**src/eamd_params.svh**
```systemverilog
// Offsets, field positions, reset values and constants for the EA and move decoder
`ifndef EAMD_PARAMS_SVH
`define EAMD_PARAMS_SVH
`define EAMD_OFF_XLAT 8'h00
`define EAMD_OFF_PAGE_HI 8'h04
`define EAMD_OFF_GBASE 8'h08
`define EAMD_OFF_MODE 8'h0C
`define EAMD_XLAT_EN_BIT 0
`define EAMD_SSPACE_BIT 1
`define EAMD_PRIV_BIT 0
`define EAMD_LSF_BIT 1
`define EAMD_XLAT_RST 2'h0
`define EAMD_PAGE_HI_RST 8'h00
`define EAMD_GBASE_RST 32'h0000_0000
`define EAMD_PRIV_RST 1'b1
`define EAMD_PC_AHEAD 32'h0000_0004
`define EAMD_LONG_MASK 32'hFFFF_FFFC
`endif

```
**src/eamd_pkg.sv**
```systemverilog
// Types shared by the EA and move decoder
`default_nettype none
package eamd_pkg;
    typedef enum logic [1:0] {
        EAMD_SZ_BYTE = 2'h0,
        EAMD_SZ_WORD = 2'h1,
        EAMD_SZ_LONG = 2'h2,
        EAMD_SZ_QUAD = 2'h3
    } eamd_size_t;
    typedef struct packed {
        logic rd;
        logic wr;
        eamd_size_t size;
        logic [31:0] addr;
        logic translate;
        logic address_space_id_en;
        logic [7:0] address_space_id;
    } eamd_mem_req_t;
    typedef struct packed {
        logic valid;
        logic illegal;
        logic priv_fault;
        logic addr_err;
        logic branch;
        logic [31:0] target;
        logic imm_en;
        logic [31:0] imm;
        logic base_wb;
        logic [31:0] base_val;
        logic r0_wb;
        logic [31:0] r0_val;
        logic test_wr;
        logic test_flag;
        logic [3:0] gpr_n;
        logic [3:0] gpr_m;
        logic [3:0] pair_n;
        logic [3:0] pair_m;
        logic [2:0] bank_n;
        logic [3:0] vec_n;
        logic [3:0] vec_m;
    } eamd_dec_t;
endpackage
`default_nettype wire

```
**src/eamd_decode.sv**
```systemverilog
// Effective-address generation and transfer decode with Wishbone control registers
`include "eamd_params.svh"
`default_nettype none
// Functional notes
// RQ1 - Post-increment: base is address, then add size
// RQ2 - Pre-decrement: subtract size first, use result
// RQ3 - Four-bit displacement zero-extended, size-scaled, plus base
// RQ4 - Indexed: base plus register zero
// RQ5 - Global base plus scaled eight-bit displacement
// RQ6 - Global base plus register zero
// RQ7 - PC-relative data: PC+4 plus scaled displacement
// RQ8 - Short branch: PC+4 plus signed disp*2
// RQ9 - Long branch: PC+4 plus signed 12-bit*2
// RQ10 - Register branch: PC+4 plus register
// RQ11 - Logic and test immediates zero-extended
// RQ12 - Move, add, compare immediates sign-extended
// RQ13 - Trap immediate zero-extended times four
// RQ14 - Translation enabled: addresses go through translation
// RQ15 - Multi-space mode: present address space id
// RQ16 - Four-bit fields select registers 0 to 15
// RQ17 - Three-bit pairs 2k, banks k; vectors 0,4,8,12
// RQ18 - Privileged instructions only in privileged mode
// RQ19 - Loaded bytes and words sign-extended
// RQ20 - Conditional store: flag to test, store, clear
// RQ21 - Linked load sets flag; exceptions clear it
// RQ22 - Unaligned longword load, optional post-increment by four
// RQ23 - Address compute: aligned PC+4+disp*4 into R0
// RQ24 - Misaligned word or longword raises address error
// RQ25 - Undefined codes flagged illegal, no updates; the code flags only undefined codes with op 8
module eamd_decode (
    input wire logic i_ref_clk,
    input wire logic i_reset,
    input wire logic i_wb_cyc,
    input wire logic i_wb_stb,
    input wire logic i_wb_we,
    input wire logic [7:0] i_wb_adr,
    input wire logic [3:0] i_wb_sel,
    input wire logic [31:0] i_wb_dat,
    output logic [31:0] o_wb_dat,
    output logic o_wb_ack,
    input wire logic i_valid,
    input wire logic [15:0] i_instr,
    input wire logic [31:0] i_pc,
    input wire logic [31:0] i_rn_val,
    input wire logic [31:0] i_rm_val,
    input wire logic [31:0] i_r0_val,
    input wire logic i_exception,
    input wire logic i_load_valid,
    input wire eamd_pkg::eamd_size_t i_load_size,
    input wire logic [31:0] i_load_data,
    output logic o_load_valid,
    output logic [31:0] o_load_value,
    output eamd_pkg::eamd_mem_req_t o_mem,
    output eamd_pkg::eamd_dec_t o_dec,
    output logic o_link_store_flag
);
    import eamd_pkg::*;

    logic [1:0] xlat_ctl;
    logic [7:0] page_hi;
    logic [31:0] gbase;
    logic priv_mode;
    logic lsf;
    eamd_dec_t next_dec;
    eamd_mem_req_t next_mem;
    logic [31:0] load_ext;
    // Field decode lands in its own nets so next_dec has one driver
    logic [3:0] fld_gpr_n, fld_gpr_m, fld_pair_n, fld_pair_m, fld_vec_n, fld_vec_m;
    logic [2:0] fld_bank_n;

    // Wishbone slave; one wait state, unmapped reads return zero
    wire logic wb_hit = i_wb_cyc & i_wb_stb & ~o_wb_ack;
    wire logic wb_wr = wb_hit & i_wb_we;
    wire logic [31:0] wmask = {{8{i_wb_sel[3]}}, {8{i_wb_sel[2]}}, {8{i_wb_sel[1]}}, {8{i_wb_sel[0]}}};
    wire logic [31:0] wdat = i_wb_dat & wmask;
    wire logic sel_xlat = i_wb_adr == `EAMD_OFF_XLAT;
    wire logic sel_page = i_wb_adr == `EAMD_OFF_PAGE_HI;
    wire logic sel_gbase = i_wb_adr == `EAMD_OFF_GBASE;
    wire logic sel_mode = i_wb_adr == `EAMD_OFF_MODE;
    wire logic [31:0] next_gbase = (gbase & ~wmask) | wdat;
    wire logic [31:0] rd_mux = sel_xlat ? {30'h0000_0000, xlat_ctl} :
        sel_page ? {24'h00_0000, page_hi} :
        sel_gbase ? gbase :
        sel_mode ? {30'h0000_0000, lsf, priv_mode} : 32'h0000_0000;

    always_ff @(posedge i_ref_clk) begin
        if (i_reset) begin
            o_wb_ack <= 1'b0;
            o_wb_dat <= 32'h0000_0000;
        end else begin
            o_wb_ack <= wb_hit;
            o_wb_dat <= wb_hit ? rd_mux : o_wb_dat;
        end
    end

    always_ff @(posedge i_ref_clk) begin
        if (i_reset) begin
            xlat_ctl <= `EAMD_XLAT_RST;
            page_hi <= `EAMD_PAGE_HI_RST;
            gbase <= `EAMD_GBASE_RST;
            priv_mode <= `EAMD_PRIV_RST;
        end else begin
            if (wb_wr && sel_xlat && i_wb_sel[0]) begin
                xlat_ctl <= i_wb_dat[1:0];
            end
            if (wb_wr && sel_page && i_wb_sel[0]) begin
                page_hi <= i_wb_dat[7:0];
            end
            if (wb_wr && sel_gbase) begin
                gbase <= next_gbase;
            end
            if (wb_wr && sel_mode && i_wb_sel[0]) begin
                priv_mode <= i_wb_dat[`EAMD_PRIV_BIT];
            end
        end
    end

    // Instruction fields
    wire logic [3:0] op = i_instr[15:12];
    wire logic [3:0] f_sub = i_instr[11:8];
    wire logic [3:0] f_m = i_instr[7:4];
    wire logic [3:0] f_lo = i_instr[3:0];
    wire logic [7:0] f_lo8 = i_instr[7:0];
    wire logic [31:0] d4 = {28'h000_0000, i_instr[3:0]};
    wire logic [31:0] d8 = {24'h00_0000, i_instr[7:0]};
    wire logic [31:0] s8 = {{24{i_instr[7]}}, i_instr[7:0]};
    wire logic [31:0] s8x2 = {{23{i_instr[7]}}, i_instr[7:0], 1'b0};
    wire logic [31:0] s12x2 = {{19{i_instr[11]}}, i_instr[11:0], 1'b0};
    wire logic [31:0] pc4 = i_pc + `EAMD_PC_AHEAD;
    wire logic [31:0] pc4l = (i_pc & `EAMD_LONG_MASK) + `EAMD_PC_AHEAD;
    wire logic lo_0_2 = f_lo <= 4'h2;
    wire logic lo_4_6 = f_lo >= 4'h4 && f_lo <= 4'h6;

    // Instruction classes
    wire logic is_mov_imm = op == 4'hE;
    wire logic is_add_imm = op == 4'h7;
    wire logic is_pcw = op == 4'h9;
    wire logic is_pcl = op == 4'hD;
    wire logic is_ld_ind = op == 4'h6 && lo_0_2;
    wire logic is_ld_post = op == 4'h6 && lo_4_6;
    wire logic is_st_ind = op == 4'h2 && lo_0_2;
    wire logic is_st_pre = op == 4'h2 && lo_4_6;
    wire logic is_st_d4 = op == 4'h8 && f_sub <= 4'h1;
    wire logic is_ld_d4 = op == 4'h8 && (f_sub == 4'h4 || f_sub == 4'h5);
    wire logic is_cmp_imm = op == 4'h8 && f_sub == 4'h8;
    wire logic is_bcond = op == 4'h8 && f_sub[0] && f_sub[3];
    wire logic is_st_dl = op == 4'h1;
    wire logic is_ld_dl = op == 4'h5;
    wire logic is_st_idx = op == 4'h0 && lo_4_6;
    wire logic is_ld_idx = op == 4'h0 && f_lo >= 4'hC && f_lo <= 4'hE;
    wire logic is_cstore = op == 4'h0 && f_lo8 == 8'h73;
    wire logic is_lload = op == 4'h0 && f_lo8 == 8'h63;
    wire logic is_rbr = op == 4'h0 && (f_lo8 == 8'h23 || f_lo8 == 8'h03);
    wire logic is_gst = op == 4'hC && f_sub <= 4'h2;
    wire logic is_trap = op == 4'hC && f_sub == 4'h3;
    wire logic is_gld = op == 4'hC && f_sub >= 4'h4 && f_sub <= 4'h6;
    wire logic is_address_compute_op = op == 4'hC && f_sub == 4'h7;
    wire logic is_zimm = op == 4'hC && f_sub >= 4'h8 && f_sub <= 4'hB;
    wire logic is_gidx = op == 4'hC && f_sub >= 4'hC;
    wire logic is_bra = op == 4'hA || op == 4'hB;
    wire logic is_ua = op == 4'h4 && f_lo8 == 8'hA9;
    wire logic is_ua_post = op == 4'h4 && f_lo8 == 8'hE9;
    // Control-register loads other than the global base are privileged
    wire logic is_priv = op == 4'h4 && (((f_lo == 4'hE || f_lo == 4'h7) && f_m != 4'h1) ||
        f_lo8 == 8'h3A || f_lo8 == 8'h36 || f_lo8 == 8'hFA || f_lo8 == 8'hF6);
    wire logic is_illegal = op == 4'h8 && !(is_st_d4 || is_ld_d4 || is_cmp_imm || is_bcond); // [RQ25]

    // Operand size and base register
    wire logic [1:0] sz_raw = (op == 4'h8 || op == 4'hC) ? (is_gidx ? 2'h0 : f_sub[1:0]) :
        is_pcw ? 2'h1 :
        ((op == 4'h2 || op == 4'h6 || op == 4'h0) && !(is_cstore || is_lload)) ? f_lo[1:0] : 2'h2;
    wire eamd_size_t sz = eamd_size_t'(sz_raw);
    wire logic [31:0] step = 32'h0000_0001 << sz_raw;
    wire logic use_m = op == 4'h6 || op == 4'h8 || op == 4'h5 || is_ld_idx;
    wire logic [31:0] base = use_m ? i_rm_val : i_rn_val;

    wire logic [31:0] ea = is_pcw ? pc4 + (d8 << 1) : // [RQ7]
        is_pcl ? pc4l + (d8 << 2) : // [RQ7]
        (is_gst || is_gld) ? gbase + (d8 << sz_raw) : // [RQ5]
        is_gidx ? gbase + i_r0_val : // [RQ6]
        (is_st_idx || is_ld_idx) ? base + i_r0_val : // [RQ4]
        (is_st_d4 || is_ld_d4 || is_st_dl || is_ld_dl) ? base + (d4 << sz_raw) : // [RQ3]
        is_st_pre ? base - step : // [RQ2]
        base; // [RQ1] [RQ22]

    wire logic is_ua_any = is_ua || is_ua_post; // [RQ22]
    wire logic mem_rd = is_pcw || is_pcl || is_ld_ind || is_ld_post || is_ld_d4 || is_ld_dl || is_ld_idx ||
        is_gld || is_gidx || is_lload || is_ua_any;
    wire logic mem_wr = is_st_ind || is_st_pre || is_st_d4 || is_st_dl || is_st_idx || is_gst ||
        (is_gidx && f_sub != 4'hC) || (is_cstore && lsf); // [RQ20]
    wire logic mem_any = mem_rd || mem_wr || is_cstore;
    wire logic priv_f = is_priv && !priv_mode; // [RQ18]
    // Unaligned loads are exempt; byte accesses never fault
    wire logic misalign = mem_any && !is_ua_any &&
        ((sz == EAMD_SZ_WORD && ea[0]) || (sz == EAMD_SZ_LONG && ea[1:0] != 2'h0)); // [RQ24]
    wire logic fault = is_illegal || priv_f || misalign;
    wire logic ok = i_valid && !fault;
    wire logic do_lload = ok && is_lload;
    wire logic do_cstore = ok && is_cstore;

    wire logic [31:0] br_target = is_bcond ? pc4 + s8x2 : // [RQ8]
        is_bra ? pc4 + s12x2 : // [RQ9]
        pc4 + i_rn_val; // [RQ10]
    wire logic [31:0] imm = is_trap ? d8 << 2 : // [RQ13]
        (is_zimm || is_gidx) ? d8 : // [RQ11]
        s8; // [RQ12]

    eamd_reg_field u_reg_field (
        .i_instr(i_instr),
        .o_gpr_n(fld_gpr_n),
        .o_gpr_m(fld_gpr_m),
        .o_pair_n(fld_pair_n),
        .o_pair_m(fld_pair_m),
        .o_bank_n(fld_bank_n),
        .o_vec_n(fld_vec_n),
        .o_vec_m(fld_vec_m)
    );

    eamd_load_ext u_load_ext (
        .i_size(i_load_size),
        .i_data(i_load_data),
        .o_value(load_ext)
    );

    always_comb begin
        next_dec.valid = i_valid;
        next_dec.illegal = i_valid && is_illegal; // [RQ25]
        next_dec.priv_fault = i_valid && priv_f; // [RQ18]
        next_dec.addr_err = i_valid && !is_illegal && !priv_f && misalign; // [RQ24]
        next_dec.branch = ok && (is_bcond || is_bra || is_rbr);
        next_dec.target = br_target;
        next_dec.imm_en = ok && (is_mov_imm || is_add_imm || is_cmp_imm || is_zimm || is_gidx || is_trap);
        next_dec.imm = imm;
        next_dec.base_wb = ok && (is_ld_post || is_st_pre || is_ua_post); // [RQ1] [RQ2] [RQ22]
        next_dec.base_val = is_st_pre ? ea : base + step;
        next_dec.r0_wb = ok && is_address_compute_op; // [RQ23]
        next_dec.r0_val = pc4l + (d8 << 2); // [RQ23]
        next_dec.test_wr = do_cstore;
        next_dec.test_flag = lsf; // [RQ20]
        next_dec.gpr_n = fld_gpr_n; // [RQ16]
        next_dec.gpr_m = fld_gpr_m; // [RQ16]
        next_dec.pair_n = fld_pair_n; // [RQ17]
        next_dec.pair_m = fld_pair_m; // [RQ17]
        next_dec.bank_n = fld_bank_n; // [RQ17]
        next_dec.vec_n = fld_vec_n; // [RQ17]
        next_dec.vec_m = fld_vec_m; // [RQ17]
        next_mem.rd = ok && mem_rd;
        next_mem.wr = ok && mem_wr;
        next_mem.size = sz;
        next_mem.addr = ea;
        next_mem.translate = xlat_ctl[`EAMD_XLAT_EN_BIT]; // [RQ14]
        next_mem.address_space_id_en = xlat_ctl[`EAMD_XLAT_EN_BIT] && !xlat_ctl[`EAMD_SSPACE_BIT]; // [RQ15]
        next_mem.address_space_id = page_hi;
    end

    // Set wins over an exception in the same cycle
    wire logic next_lsf = do_lload ? 1'b1 : (do_cstore || i_exception) ? 1'b0 : lsf; // [RQ20] [RQ21]
    assign o_link_store_flag = lsf;

    always_ff @(posedge i_ref_clk) begin
        if (i_reset) begin
            o_dec <= '0;
            o_mem <= '0;
            lsf <= 1'b0;
            o_load_valid <= 1'b0;
            o_load_value <= 32'h0000_0000;
        end else begin
            o_dec <= next_dec;
            o_mem <= next_mem;
            lsf <= next_lsf;
            o_load_valid <= i_load_valid;
            o_load_value <= load_ext; // [RQ19]
        end
    end
endmodule // eamd_decode
`default_nettype wire

```
**src/eamd_load_ext.sv**
```systemverilog
// Sign extension of loaded bytes and words
`default_nettype none
module eamd_load_ext (
    input wire eamd_pkg::eamd_size_t i_size,
    input wire logic [31:0] i_data,
    output logic [31:0] o_value
);
    import eamd_pkg::*;
    wire logic [31:0] byte_ext = {{24{i_data[7]}}, i_data[7:0]};
    wire logic [31:0] word_ext = {{16{i_data[15]}}, i_data[15:0]};
    assign o_value = (i_size == EAMD_SZ_BYTE) ? byte_ext : (i_size == EAMD_SZ_WORD) ? word_ext : i_data; // [RQ19]
endmodule // eamd_load_ext
`default_nettype wire

```
**src/eamd_reg_field.sv**
```systemverilog
// Register-number field decode
`default_nettype none
module eamd_reg_field (
    input wire logic [15:0] i_instr,
    output logic [3:0] o_gpr_n,
    output logic [3:0] o_gpr_m,
    output logic [3:0] o_pair_n,
    output logic [3:0] o_pair_m,
    output logic [2:0] o_bank_n,
    output logic [3:0] o_vec_n,
    output logic [3:0] o_vec_m
);
    assign o_gpr_n = i_instr[11:8]; // [RQ16]
    assign o_gpr_m = i_instr[7:4]; // [RQ16]
    assign o_pair_n = {i_instr[11:9], 1'b0}; // [RQ17]
    assign o_pair_m = {i_instr[7:5], 1'b0}; // [RQ17]
    assign o_bank_n = i_instr[6:4]; // [RQ17]
    // Vector numbers step by four
    assign o_vec_n = {i_instr[11:10], 2'h0}; // [RQ17]
    assign o_vec_m = {i_instr[9:8], 2'h0}; // [RQ17]
endmodule // eamd_reg_field
`default_nettype wire

```
**config.mk**
```make
export PLATFORM = sky130hd
export DESIGN_NAME = eamd_decode
export DESIGN_NICKNAME = d
export VERILOG_FILES = /design/src/eamd_pkg.sv /design/src/eamd_decode.sv /design/src/eamd_load_ext.sv /design/src/eamd_reg_field.sv
export VERILOG_INCLUDE_DIRS = /design/src
export SDC_FILE = /design/constraint.sdc
export NUM_CORES = 1
export LEC_CHECK = 0
export BUFFER_PORTS_ARGS = -buffer_cell sky130_fd_sc_hd__buf_4
export CAP_MARGIN = 20
export CELL_PAD_IN_SITES_DETAIL_PLACEMENT = 1
export CELL_PAD_IN_SITES_GLOBAL_PLACEMENT = 2
export CORE_MARGIN = 3
export CORE_UTILIZATION = 29
export CTS_BUF_LIST = sky130_fd_sc_hd__clkbuf_8
export CTS_CLUSTER_DIAMETER = 40
export DETAILED_ROUTE_END_ITERATION = 8
export GPL_ROUTABILITY_DRIVEN = 0
export HOLD_SLACK_MARGIN = 0.06
export PLACE_DENSITY_LB_ADDON = 0.1
export SYNTH_ARGS = -nofsm -noshare
export SYNTH_HDL_FRONTEND = slang
export SYNTH_SLANG_ARGS = --single-unit
```
**constraint.sdc**
```tcl
create_clock -name i_ref_clk -period 5.6 [get_ports i_ref_clk]
set_input_delay 0.84 -clock i_ref_clk [delete_from_list [all_inputs] [get_ports i_ref_clk]]
set_output_delay 0.84 -clock i_ref_clk [all_outputs]
set_load 0.01 [all_outputs]
```
Word level (Yosys, flattened, before mapping) --
Cells that the tools add are included.
Word-level totals: bits in registers 300, input bits 230, output and inout bits 278, word-level logic and storage cells 272
Cells by class: $add $sub $neg 13, order comparisons 12, equal/unequal tests 38, shift-type cells 3, multiplexer cells 25, bitwise gates (word level) 8, reductions and logical operators 130
Operators by type and width (number):
- $mux W32 | 16
- $add A32 B32 Y32 | 8
- $add A32 B3 Y32 const B | 2
- $and A32 B32 Y32 | 2
- $logic_and A1 B1 Y1 | 59
- $logic_or A1 B1 Y1 | 56
- $eq A4 B4 Y1 const B | 9
- $add A32 B10 Y32 | 1
- $add A32 B9 Y32 | 1
- $eq A4 B3 Y1 const B | 8
- $eq A8 B8 Y1 const B | 4
- $not A32 Y32 | 1
- $or A32 B32 Y32 | 1
- $shl A1 B2 Y32 const A | 1
- $shl A4 B2 Y32 | 1
- $shl A8 B2 Y32 | 1
- $sub A32 B32 Y32 | 1
- $eq A8 B6 Y1 const B | 3
- $mux W10 | 2
- $eq A8 B4 Y1 const B | 2
- $eq A8 B7 Y1 const B | 2
- $ge A4 B4 Y1 const B | 3
- $mux W2 | 5
- $eq A4 B2 Y1 const B | 2
- other kinds (22) | 38

Depth between registers and ports, before layout --
Gate-level depths: netlist of the first run.
depth after elaboration 28, gate-level depth with buffers 24, mapped depth without buffers 20

Modules after synthesis --
A second synthesis of the first run with hierarchy kept.
Second synthesis, totals: cell total of the unflattened synthesis 3252, area, all modules 25446.9 µm²
Modules (own cells, without submodules):
- eamd_decode | times used 1, cells each 3160, area an instance 24815.0 µm², seq. area each 5965.7 µm²
- eamd_load_ext | times used 1, cells each 64, area an instance 425.4 µm², seq. area each 0.0 µm²
- eamd_reg_field | times used 1, cells each 28, area an instance 206.4 µm², seq. area each 0.0 µm²

Worst setup path before layout of the first run --
No wires, ideal clock.
kind input -> register, start in i_instr[14], end reg o_dec[92] (netlist name), library setup time 139 ps, data arrival time 5596 ps, data required time 5461 ps, setup slack -135 ps, cell stages on the path 23, path buffers 5, cells stage by stage buf_2 -> clkbuf_1 -> and3_1 -> nand3_1 -> clkbuf_1 -> buf_1 -> nand2_1 -> clkbuf_1 -> and2_1 -> ha_1 -> inv_1 -> fa_1 -> a21oi_1 -> o21ai_0 -> or4_4 -> a211o_1 -> nor2_1 -> nand3_1 -> nor4_1 -> o21ai_0 -> xnor2_1 -> a2111oi_0 -> o22ai_1
Between the ends: longest elaborated chain between the ends 18, elaborated cells on any way between the ends 56, those cells by class add/sub (5); eq/ne (8); shift (3); mux (13); reduce/logical (27)
RTL lines:
- start, declared | RTL line eamd_decode.sv:42 | input wire logic [15:0] i_instr,
- $logic_not A4 Y1
- $logic_and A1 B1 Y1, on equally long branches | RTL line eamd_decode.sv:151, eamd_decode.sv:152
- $logic_or A1 B1 Y1 | RTL line eamd_decode.sv:171 | ((op == 4'h2 || op == 4'h6 || op == 4'h0) && !(is_cstore || is_lload)) ? f_lo[1:0] : 2'h2;
- $logic_not A1 Y1 | RTL line eamd_decode.sv:171
- $logic_and A1 B1 Y1 | RTL line eamd_decode.sv:171
- $mux W2 | RTL line eamd_decode.sv:171
- $mux W2 | RTL line eamd_decode.sv:170 | is_pcw ? 2'h1 :
- $mux W2 | RTL line eamd_decode.sv:169 | wire logic [1:0] sz_raw = (op == 4'h8 || op == 4'hC) ? (is_gidx ? 2'h0 : f_sub[1:0]) :
- (+2 left out)
- $mux W32 | RTL line eamd_decode.sv:183 | is_st_pre ? base - step :
- $mux W32 | RTL line eamd_decode.sv:182 | (is_st_d4 || is_ld_d4 || is_st_dl || is_ld_dl) ? base + (d4 << sz_raw) :
- $mux W32 | RTL line eamd_decode.sv:181 | (is_st_idx || is_ld_idx) ? base + i_r0_val :
- $mux W32 | RTL line eamd_decode.sv:180 | is_gidx ? gbase + i_r0_val :
- $mux W32 | RTL line eamd_decode.sv:179 | (is_gst || is_gld) ? gbase + (d8 << sz_raw) :
- $mux W32 | RTL line eamd_decode.sv:178 | is_pcl ? pc4l + (d8 << 2) :
- $mux W32 | RTL line eamd_decode.sv:177 | wire logic [31:0] ea = is_pcw ? pc4 + (d8 << 1) :
- $mux W32 (*) | RTL line eamd_decode.sv:235 | next_dec.base_val = is_st_pre ? ea : base + step;
- end signal, assigned | RTL line eamd_decode.sv:268 | o_dec <= next_dec;
- end, declared | RTL line eamd_decode.sv:54 | output eamd_pkg::eamd_dec_t o_dec,
Every way passes the cells marked *; elsewhere a longest branch is shown, timed or not. A chain may end at the register's enable or synchronous reset.

Worst setup path in the final report of the first run --
Same ends and word-level chain as after synthesis.

==> key figures, run 1 <==
Outcome
  • Outcome: finished clean

Clock network
  • Cts bufs inserted: 60
  • Max Root-Sink Buffers: 3
  • Root Driver: clkbuf_8
  • Hold buffers post-CTS: 0
  • TritonCTS clock tree: yes
  • Post-CTS Setup Bufs: 0
  • H-Tree Level Count: 2
  • Clk sinks: between 200 and 300
  • Worst-Skew Late Latency: just under 0.7 ns
  • CTS clk-pin slew, worst paths: about 0.070 ns
  • PostCTS Resize Cnt: 0

Worst setup path
  • R2R Path End: o_dec[92]
  • Worst-path maximum fanout: 10
  • FF-to-FF setup slack: 1.42 ns
  • CP arrival: 5.66 ns
  • Critical path's largest stage delay: around 0.47 ns
  • Slowest-stage cell, CP: o41ai_1
  • Setup crit end: o_dec[92]
  • CP required: between 6 and 7 ns
  • CP endpoint kind: flip-flop
  • Crit path kind: primary input to flip-flop
  • Crit path cell chain: buf_4 > nor4b_2 > a21o_1 > nor2_4 > mux2i_1 > inv_1 > ha_1 > inv_1 > fa_1 > nand2b_1 > a21oi_1 > o41ai_1 > a31oi_1 > nor4_2 > o31ai_1 > a311oi_1 > o21ai_0 > xnor2_1 > nor2_1 > a2111oi_0 > buf_4 > o22ai_1
  • R2R cell count: 15
  • CP startpoint kind: primary input
  • Setup crit start: i_instr[14]

Min path
  • Hold path start: i_load_data[1]
  • Worst hold path type: primary input to flip-flop

Power
  • Net Sw Frac: 35.9%
  • Pwr per Cell Area: roughly 230 nW/um^2
  • Max VDD drop: about 0.15 mV
  • Clock power frac: 34.8%
  • Int Pwr: approximately 4500 uW
  • P_sw: ~2500 uW
  • Sequential power share: a little under a third
  • Leakage Power: ~0.013 uW
  • Combinational share of power: between 30 and 40%

Yosys
  • Compound-Gate Fraction of Synth Area: about a quarter
  • Synth Warn #: 0
  • Adder-cell area share of the yosys netlist: between 10% and 20%
  • Synth Area in Simple Gates: 22.6%
  • Flop and latch count out of synthesis: approximately 280
  • Async set-reset flop share out of synthesis: 0%
  • Xor/xnor cell area share of the yosys netlist: 9.98%
  • Seq/Total Area, Yosys: 23.4%
  • Cell taking the most area after synthesis: dfxtp_1
  • Synth cell types: between 100 and 150
  • Gate Count Post-Synth: about 3,200
  • Main combinational cell family by area after synthesis: compound AO/OA/AOI/OAI gates
  • Top cells by area, synth: dfxtp_1 23%, ha_1 9.9%, xnor2_1 7.1%
  • Syn Std Cell Area: approximately 24,000 sq um
  • Synth Area per Inst: around 7.5 sq um
  • Post-synth EDFFs: 0
  • Mux contribution to synthesized area: between 3 and 4%
  • Yosys top cell area share: between 20% and 30%
  • Ys flop type: dfxtp_1

Finish
  • Share of layout cells above drive strength 1: between 20% and 30%
  • Commonest cells after routing, fill and taps aside: 641 x buf_4, 362 x nor2_1, 304 x nand2_1, 279 x dfxtp_1, 269 x a21oi_1
  • Layout Cells excl Fill: a little under 5,000
  • Commonest non-fill, non-tap cell in the layout: buf_4
  • Fillers: about 10,000
  • Layout area overhead: 28.1%
  • Fin area: slightly above 30,000 sq um
  • Nets: 4,119

Global route
  • GR Overflow Total: 0
  • Vias in the first global route: approximately 27,000
  • All-layer global routing usage: 27.0%
  • First-pass GRT wire length: between 150,000 and 200,000 microns
  • Pin count of the biggest net entering global routing: just over 70
  • Initial antenna violation count: 9

STA
  • Slack of the critical path: around 0.48 ns
  • Setup-failing EPs final: 0
  • Fmax: between 0.15 and 0.2 GHz
  • Worst Max-Slew Pin Slew: between 1 and 1.5 ns
  • Final worst-path cycle share: between 90% and 100%
  • RSZ-0062 raised after global routing: false
  • Final hold viol count: 0
  • Fin. max-slew vios: 0
  • Period minus WS final: a little over 5 ns
  • Relative slew slack: between 30% and 40%
  • Setup Skew: between 0.03 and 0.04 ns
  • TNS Setup: 0 ns

Routing
  • Routed via count: 26,434
  • Drt pass-1 iters: 5
  • Vias per cell: approximately 5.5
  • Drc violations: 0
  • Routed Wire Length: between 100,000 and 150,000 microns
  • First-iteration detailed-routing DRC count: ~1,800
  • Antenna Nets Post-Route: 0
  • Routed WL per cell: 25.1 microns

Die
  • I/O Pins: about 500
  • Core box area: slightly above 80,000 sq um
  • Die footprint: 85,800 sq um
  • Starting Density: between 20% and 30%
  • Die W: 293 microns
  • Rows: ~100
  • Die Y: between 200 and 300 microns

Placement
  • Setup Slack @ Placement: -0.230 ns
  • PortBufs: ~500
  • Cells after DPL: about 4,700
  • Hpwl dp: around 99,000 microns
  • Post-DP Area: ~29,000 sq um

Job
  • Max Cap Viol: 0
-- metrics by stage --
step | hold WS, ns | total power [uW] | utilization, %
after global placement | 0.450 | 4540 | 36.0
after CTS | 0.303 | 7090 | 37.7
final | 0.361 | 7000 | 37.7
after global routing | 0.336 | 7390 | 37.7
after floorplan | 0.409 | 3560 | -
after detailed placement | 0.456 | 4590 | 36.0
-- layer usage --
layer / vias to the layer above / track usage (%) / share of wire (%)
met3: 224 / 3.97 / 6.0
li1: 12446 / - / -
met5: - / 0 / 0.022
met4: 4 / 11.6 / 4.4
met1: 12868 / 34.2 / 43
met2: 892 / 45.5 / 47
-- final cells by class --
class                      instances  area (sq um)  area share (%)
clock inverter                    40           370            1.21
inverter                         117           439            1.44
multi-input combinational       2590         17000            55.7
sequential                       279          5590            18.3
timing repair buffer             645          4870            15.9
antenna                            5          12.5          0.0409
tap                             1060          1330            4.34
clock buffer                      70           963            3.15
-- how the worst min path moves through the flow --
stage	depth (start not counted)	to
global route	2	o_load_value[4]
global placement	1	o_mem[8]
finish	2	o_load_value[1]
CTS	2	o_load_value[5]
detailed placement	1	o_mem[8]
floorplan	1	o_mem[8]
-- cells in the mapped netlist (38+ instances only) --
library cell	number
clkbuf_1	114
nor2_1	362
nor3_1	73
mux2i_1	71
and3_1	42
o22ai_1	38
ha_1	189
xor2_1	79
nor2b_1	67
dfxtp_1	279
nand2_1	304
o21ai_0	156
a21oi_1	269
buf_4	44
nand3_1	85
xnor2_1	193
a211oi_1	56
a22oi_1	39
a21o_1	75
a31oi_1	38
nand4_1	46
inv_1	113
-- critical path, delay by kind of cell --
family / cells / cell delay [ns]
buf+inv: 4 / 0.54
compound gates: 9 / 2.26
fa+ha+maj: 2 / 0.40
xor+xnor: 1 / 0.18
simple gates: 5 / 1.04
mux: 1 / 0.39
-- cells by family (layout without fill, tap and decap cells) --
family / after synthesis / in the layout
DFF: 279 / 279
AOI/OAI and AO/OA: 897 / 897
buffers and inverters: 300 / 872
and+or+nand+nor: 1137 / 1137
muxes: 79 / 79
other: 1 / 13
xor gates and xnor gates: 272 / 272
adders and majority gates: 197 / 197
-- power by group through the flow --
stage	Combinational [uW]	Clock [uW]	Sequential [uW]
2_1_floorplan	1310	0	2250
3_3_place_gp	2340	0	2210
3_5_place_dp	2380	0	2210
4_1_cts	2390	2530	2170
5_1_grt	2600	2620	2180
6_report	2400	2440	2170
Power figures use the tool's default switching activity.
==> run 2: changes to the inputs <==
--- a/config.mk
+++ b/config.mk
@@ -11,7 +11,7 @@
 export CELL_PAD_IN_SITES_DETAIL_PLACEMENT = 1
 export CELL_PAD_IN_SITES_GLOBAL_PLACEMENT = 2
 export CORE_MARGIN = 3
-export CORE_UTILIZATION = 29
+export CORE_UTILIZATION = 35
 export CTS_BUF_LIST = sky130_fd_sc_hd__clkbuf_8
 export CTS_CLUSTER_DIAMETER = 40
 export DETAILED_ROUTE_END_ITERATION = 8
==> constraint.sdc (replaced) <==
create_clock -name i_ref_clk -period 6.2 [get_ports i_ref_clk]
set_input_delay 0.93 -clock i_ref_clk [delete_from_list [all_inputs] [get_ports i_ref_clk]]
set_output_delay 0.93 -clock i_ref_clk [all_outputs]
set_load 0.01 [all_outputs]
==> run 2 against run 1 <==
Against the previous run: clock power fell by 15%; combinational power is 13% lower; utilization is 6.4 points higher; register-to-register slack better by 0.45 ns; count of clock-buffer cells in the layout decreased by 5; die area down 17%; critical path depth is the same; global-route usage rose by 2.9 points; via count shrank 0.81%; first-iteration DRC count rose by 8.9%; largest power group is now combinational cells; wire length is 7.6% lower; critical path type unchanged.
==> key figures, run 2 (synthesis gave the netlist of run 1 again) <==
Outcome
  • Outcome: finished clean

Job
  • Max Cap Viol: 0 (unchanged)

Routing
  • Routed Wire Length: 112,000 microns (-7.6%)
  • Routed WL per cell: 24.6 microns (-2.2%)
  • First-iteration detailed-routing DRC count: 1,976 (+8.9%)
  • Routed via count: 26,220 (-0.81%)
  • Drc violations: 0 (unchanged)
  • Vias per cell: 5.77 (+4.9%)
  • Antenna Nets Post-Route: 0 (unchanged)
  • Drt pass-1 iters: 5 (unchanged)

Worst setup path
  • CP endpoint kind: flip-flop
  • Crit path buf inv count: 4 (unchanged)
  • Slowest-stage cell, CP: a2111oi_0
  • CP required: 6.68 ns (+0.54 ns)
  • Crit path cell chain: buf_4 > nor4b_2 > a21o_1 > nor2_4 > mux2i_1 > inv_1 > ha_1 > inv_1 > fa_1 > nand2b_1 > a21oi_1 > o41ai_1 > a31oi_1 > nor4_1 > o31ai_1 > buf_4 > a311oi_1 > o21ai_0 > xnor2_1 > nor2_1 > a2111oi_0 > o22ai_1
  • CP arrival: 6.11 ns (+0.45 ns)
  • CP startpoint kind: primary input
  • Crit path kind: primary input to flip-flop
  • Worst-path maximum fanout: 19 (+9)
  • Critical path's largest stage delay: 0.53 ns (+0.06 ns)
  • Crit path max-delay family: compound AO/OA/AOI/OAI gates

STA
  • Final worst-path cycle share: between 90% and 100%
  • Fmax: roughly 0.18 GHz
  • Setup Skew: 0.0203 ns (-0.0124 ns)
  • Hold slack: 0.472 ns (+0.111 ns)
  • Period minus WS final: around 5.6 ns
  • Slack of the critical path: 0.568 ns (+0.0844 ns)
  • RSZ-0062 raised after global routing: false
  • Worst Max-Slew Pin Slew: 1.08 ns (+0.0608 ns)
  • Fin. max-slew vios: 0 (unchanged)
  • Final hold viol count: 0 (unchanged)
  • TNS Setup: 0 ns (unchanged)
  • Setup-failing EPs final: 0 (unchanged)
  • Relative slew slack: 28.3% (-4.1 points)

Finish
  • Util after Layout: 44.1% (+6.4 points)
  • Share of layout cells above drive strength 1: 19.8% (-1.6 points)
  • Layout area overhead: 24.6%
  • Commonest cells after routing, fill and taps aside: 574 x buf_4, 362 x nor2_1, 304 x nand2_1, 279 x dfxtp_1, 269 x a21oi_1
  • Commonest non-fill, non-tap cell in the layout: buf_4
  • Nets: 4,047 (-1.7%)

Global route
  • Initial antenna violation count: 7 (-2)
  • First-pass GRT wire length: 163,000 microns (-7.3%)
  • GR Overflow Total: 0 (unchanged)
  • Pin count of the biggest net entering global routing: 65 (-8.5%)
  • Vias in the first global route: 26,707 (-2.1%)
  • All-layer global routing usage: 29.8% (+2.9 points)

Die
  • Die Y: 267 microns (-8.8%)
  • Die footprint: 71,400 sq um (-17%)
  • Core box area: 67,400 sq um (-17%)
  • Rows: 95 (-8.7%)
  • Die W: 267 microns (-8.8%)
  • Starting Density: 35.4% (+6.0 points)
  • I/O Pins: 508 (unchanged)

Min path
  • Worst hold path type: flip-flop to flip-flop

Clock network
  • Root Driver: clkbuf_8
  • Cts bufs inserted: 56 (-6.7%)
  • Max Root-Sink Buffers: 3 (unchanged)
  • Post-CTS Setup Bufs: 0 (unchanged)
  • Clk sinks: 279 (unchanged)
  • TritonCTS clock tree: yes
  • CTS clk-pin slew, worst paths: 0.06 ns (about the same)
  • Worst-Skew Late Latency: 0.65 ns (-0.03 ns)
  • PostCTS Resize Cnt: 0 (unchanged)
  • H-Tree Level Count: 2 (unchanged)
  • Hold buffers post-CTS: 0 (unchanged)

Placement
  • Setup Slack @ Placement: 0.0906 ns (+0.321 ns)
  • Hpwl dp: 90,900 microns (-8.1%)
  • PortBufs: 499 (unchanged)

Power
  • Leakage Power: 0.0130 uW (-2.8%)
  • Total Power: 6120 uW (-13%)
  • Pwr per Cell Area: 206 nW/um^2 (-10%)
  • Max VDD drop: 0.124 mV (-19%)
run 2: metal layers:
layer / routed length (microns) / track usage, % / share of wire, %
met1: 47500 / 37.9 / 43
met3: 7130 / 4.94 / 6.4
met2: 51800 / 49.7 / 46
met4: 5120 / 13.5 / 4.6
met5: 13 / 0 / 0.012
run 2: cell type report:
type | count | area (sq um)
repair buffers | 577 | 4340
inverters | 117 | 439
fillers | 8344 | 37700
well taps | 873 | 1090
clock buffers | 65 | 895
diodes | 5 | 12.5
flip-flops and latches | 279 | 5590
multi-input cells | 2590 | 17000
clock inverters | 39 | 357
run 2: worst paths after layout:
kind | slack (ns) | to | startpoint | cells past startpoint
setup / recovery | 0.57 | o_dec[92] | i_instr[14] | 22
hold / removal | 0.47 | o_mem[8] | xlat_ctl[1] | 1
setup reg to reg | 1.87 | o_dec[92] | flip-flop | 14
hold reg to reg | 0.47 | o_mem[8] | xlat_ctl[1] | 1
run 2: stage by stage:
stage	instances	area (sq um)
2_1_floorplan	3169	23900
3_3_place_gp	4433	28400
3_5_place_dp	4435	28500
4_1_cts	4539	29700
5_1_grt	4542	29700
6_report	4545	29700
run 2: where the power goes:
group	internal (uW)	switching (uW)	total [uW]
clock	1190	888	2070
sequential	1910	43.3	1950
combinational	848	1250	2090
total	3940	2180	6120
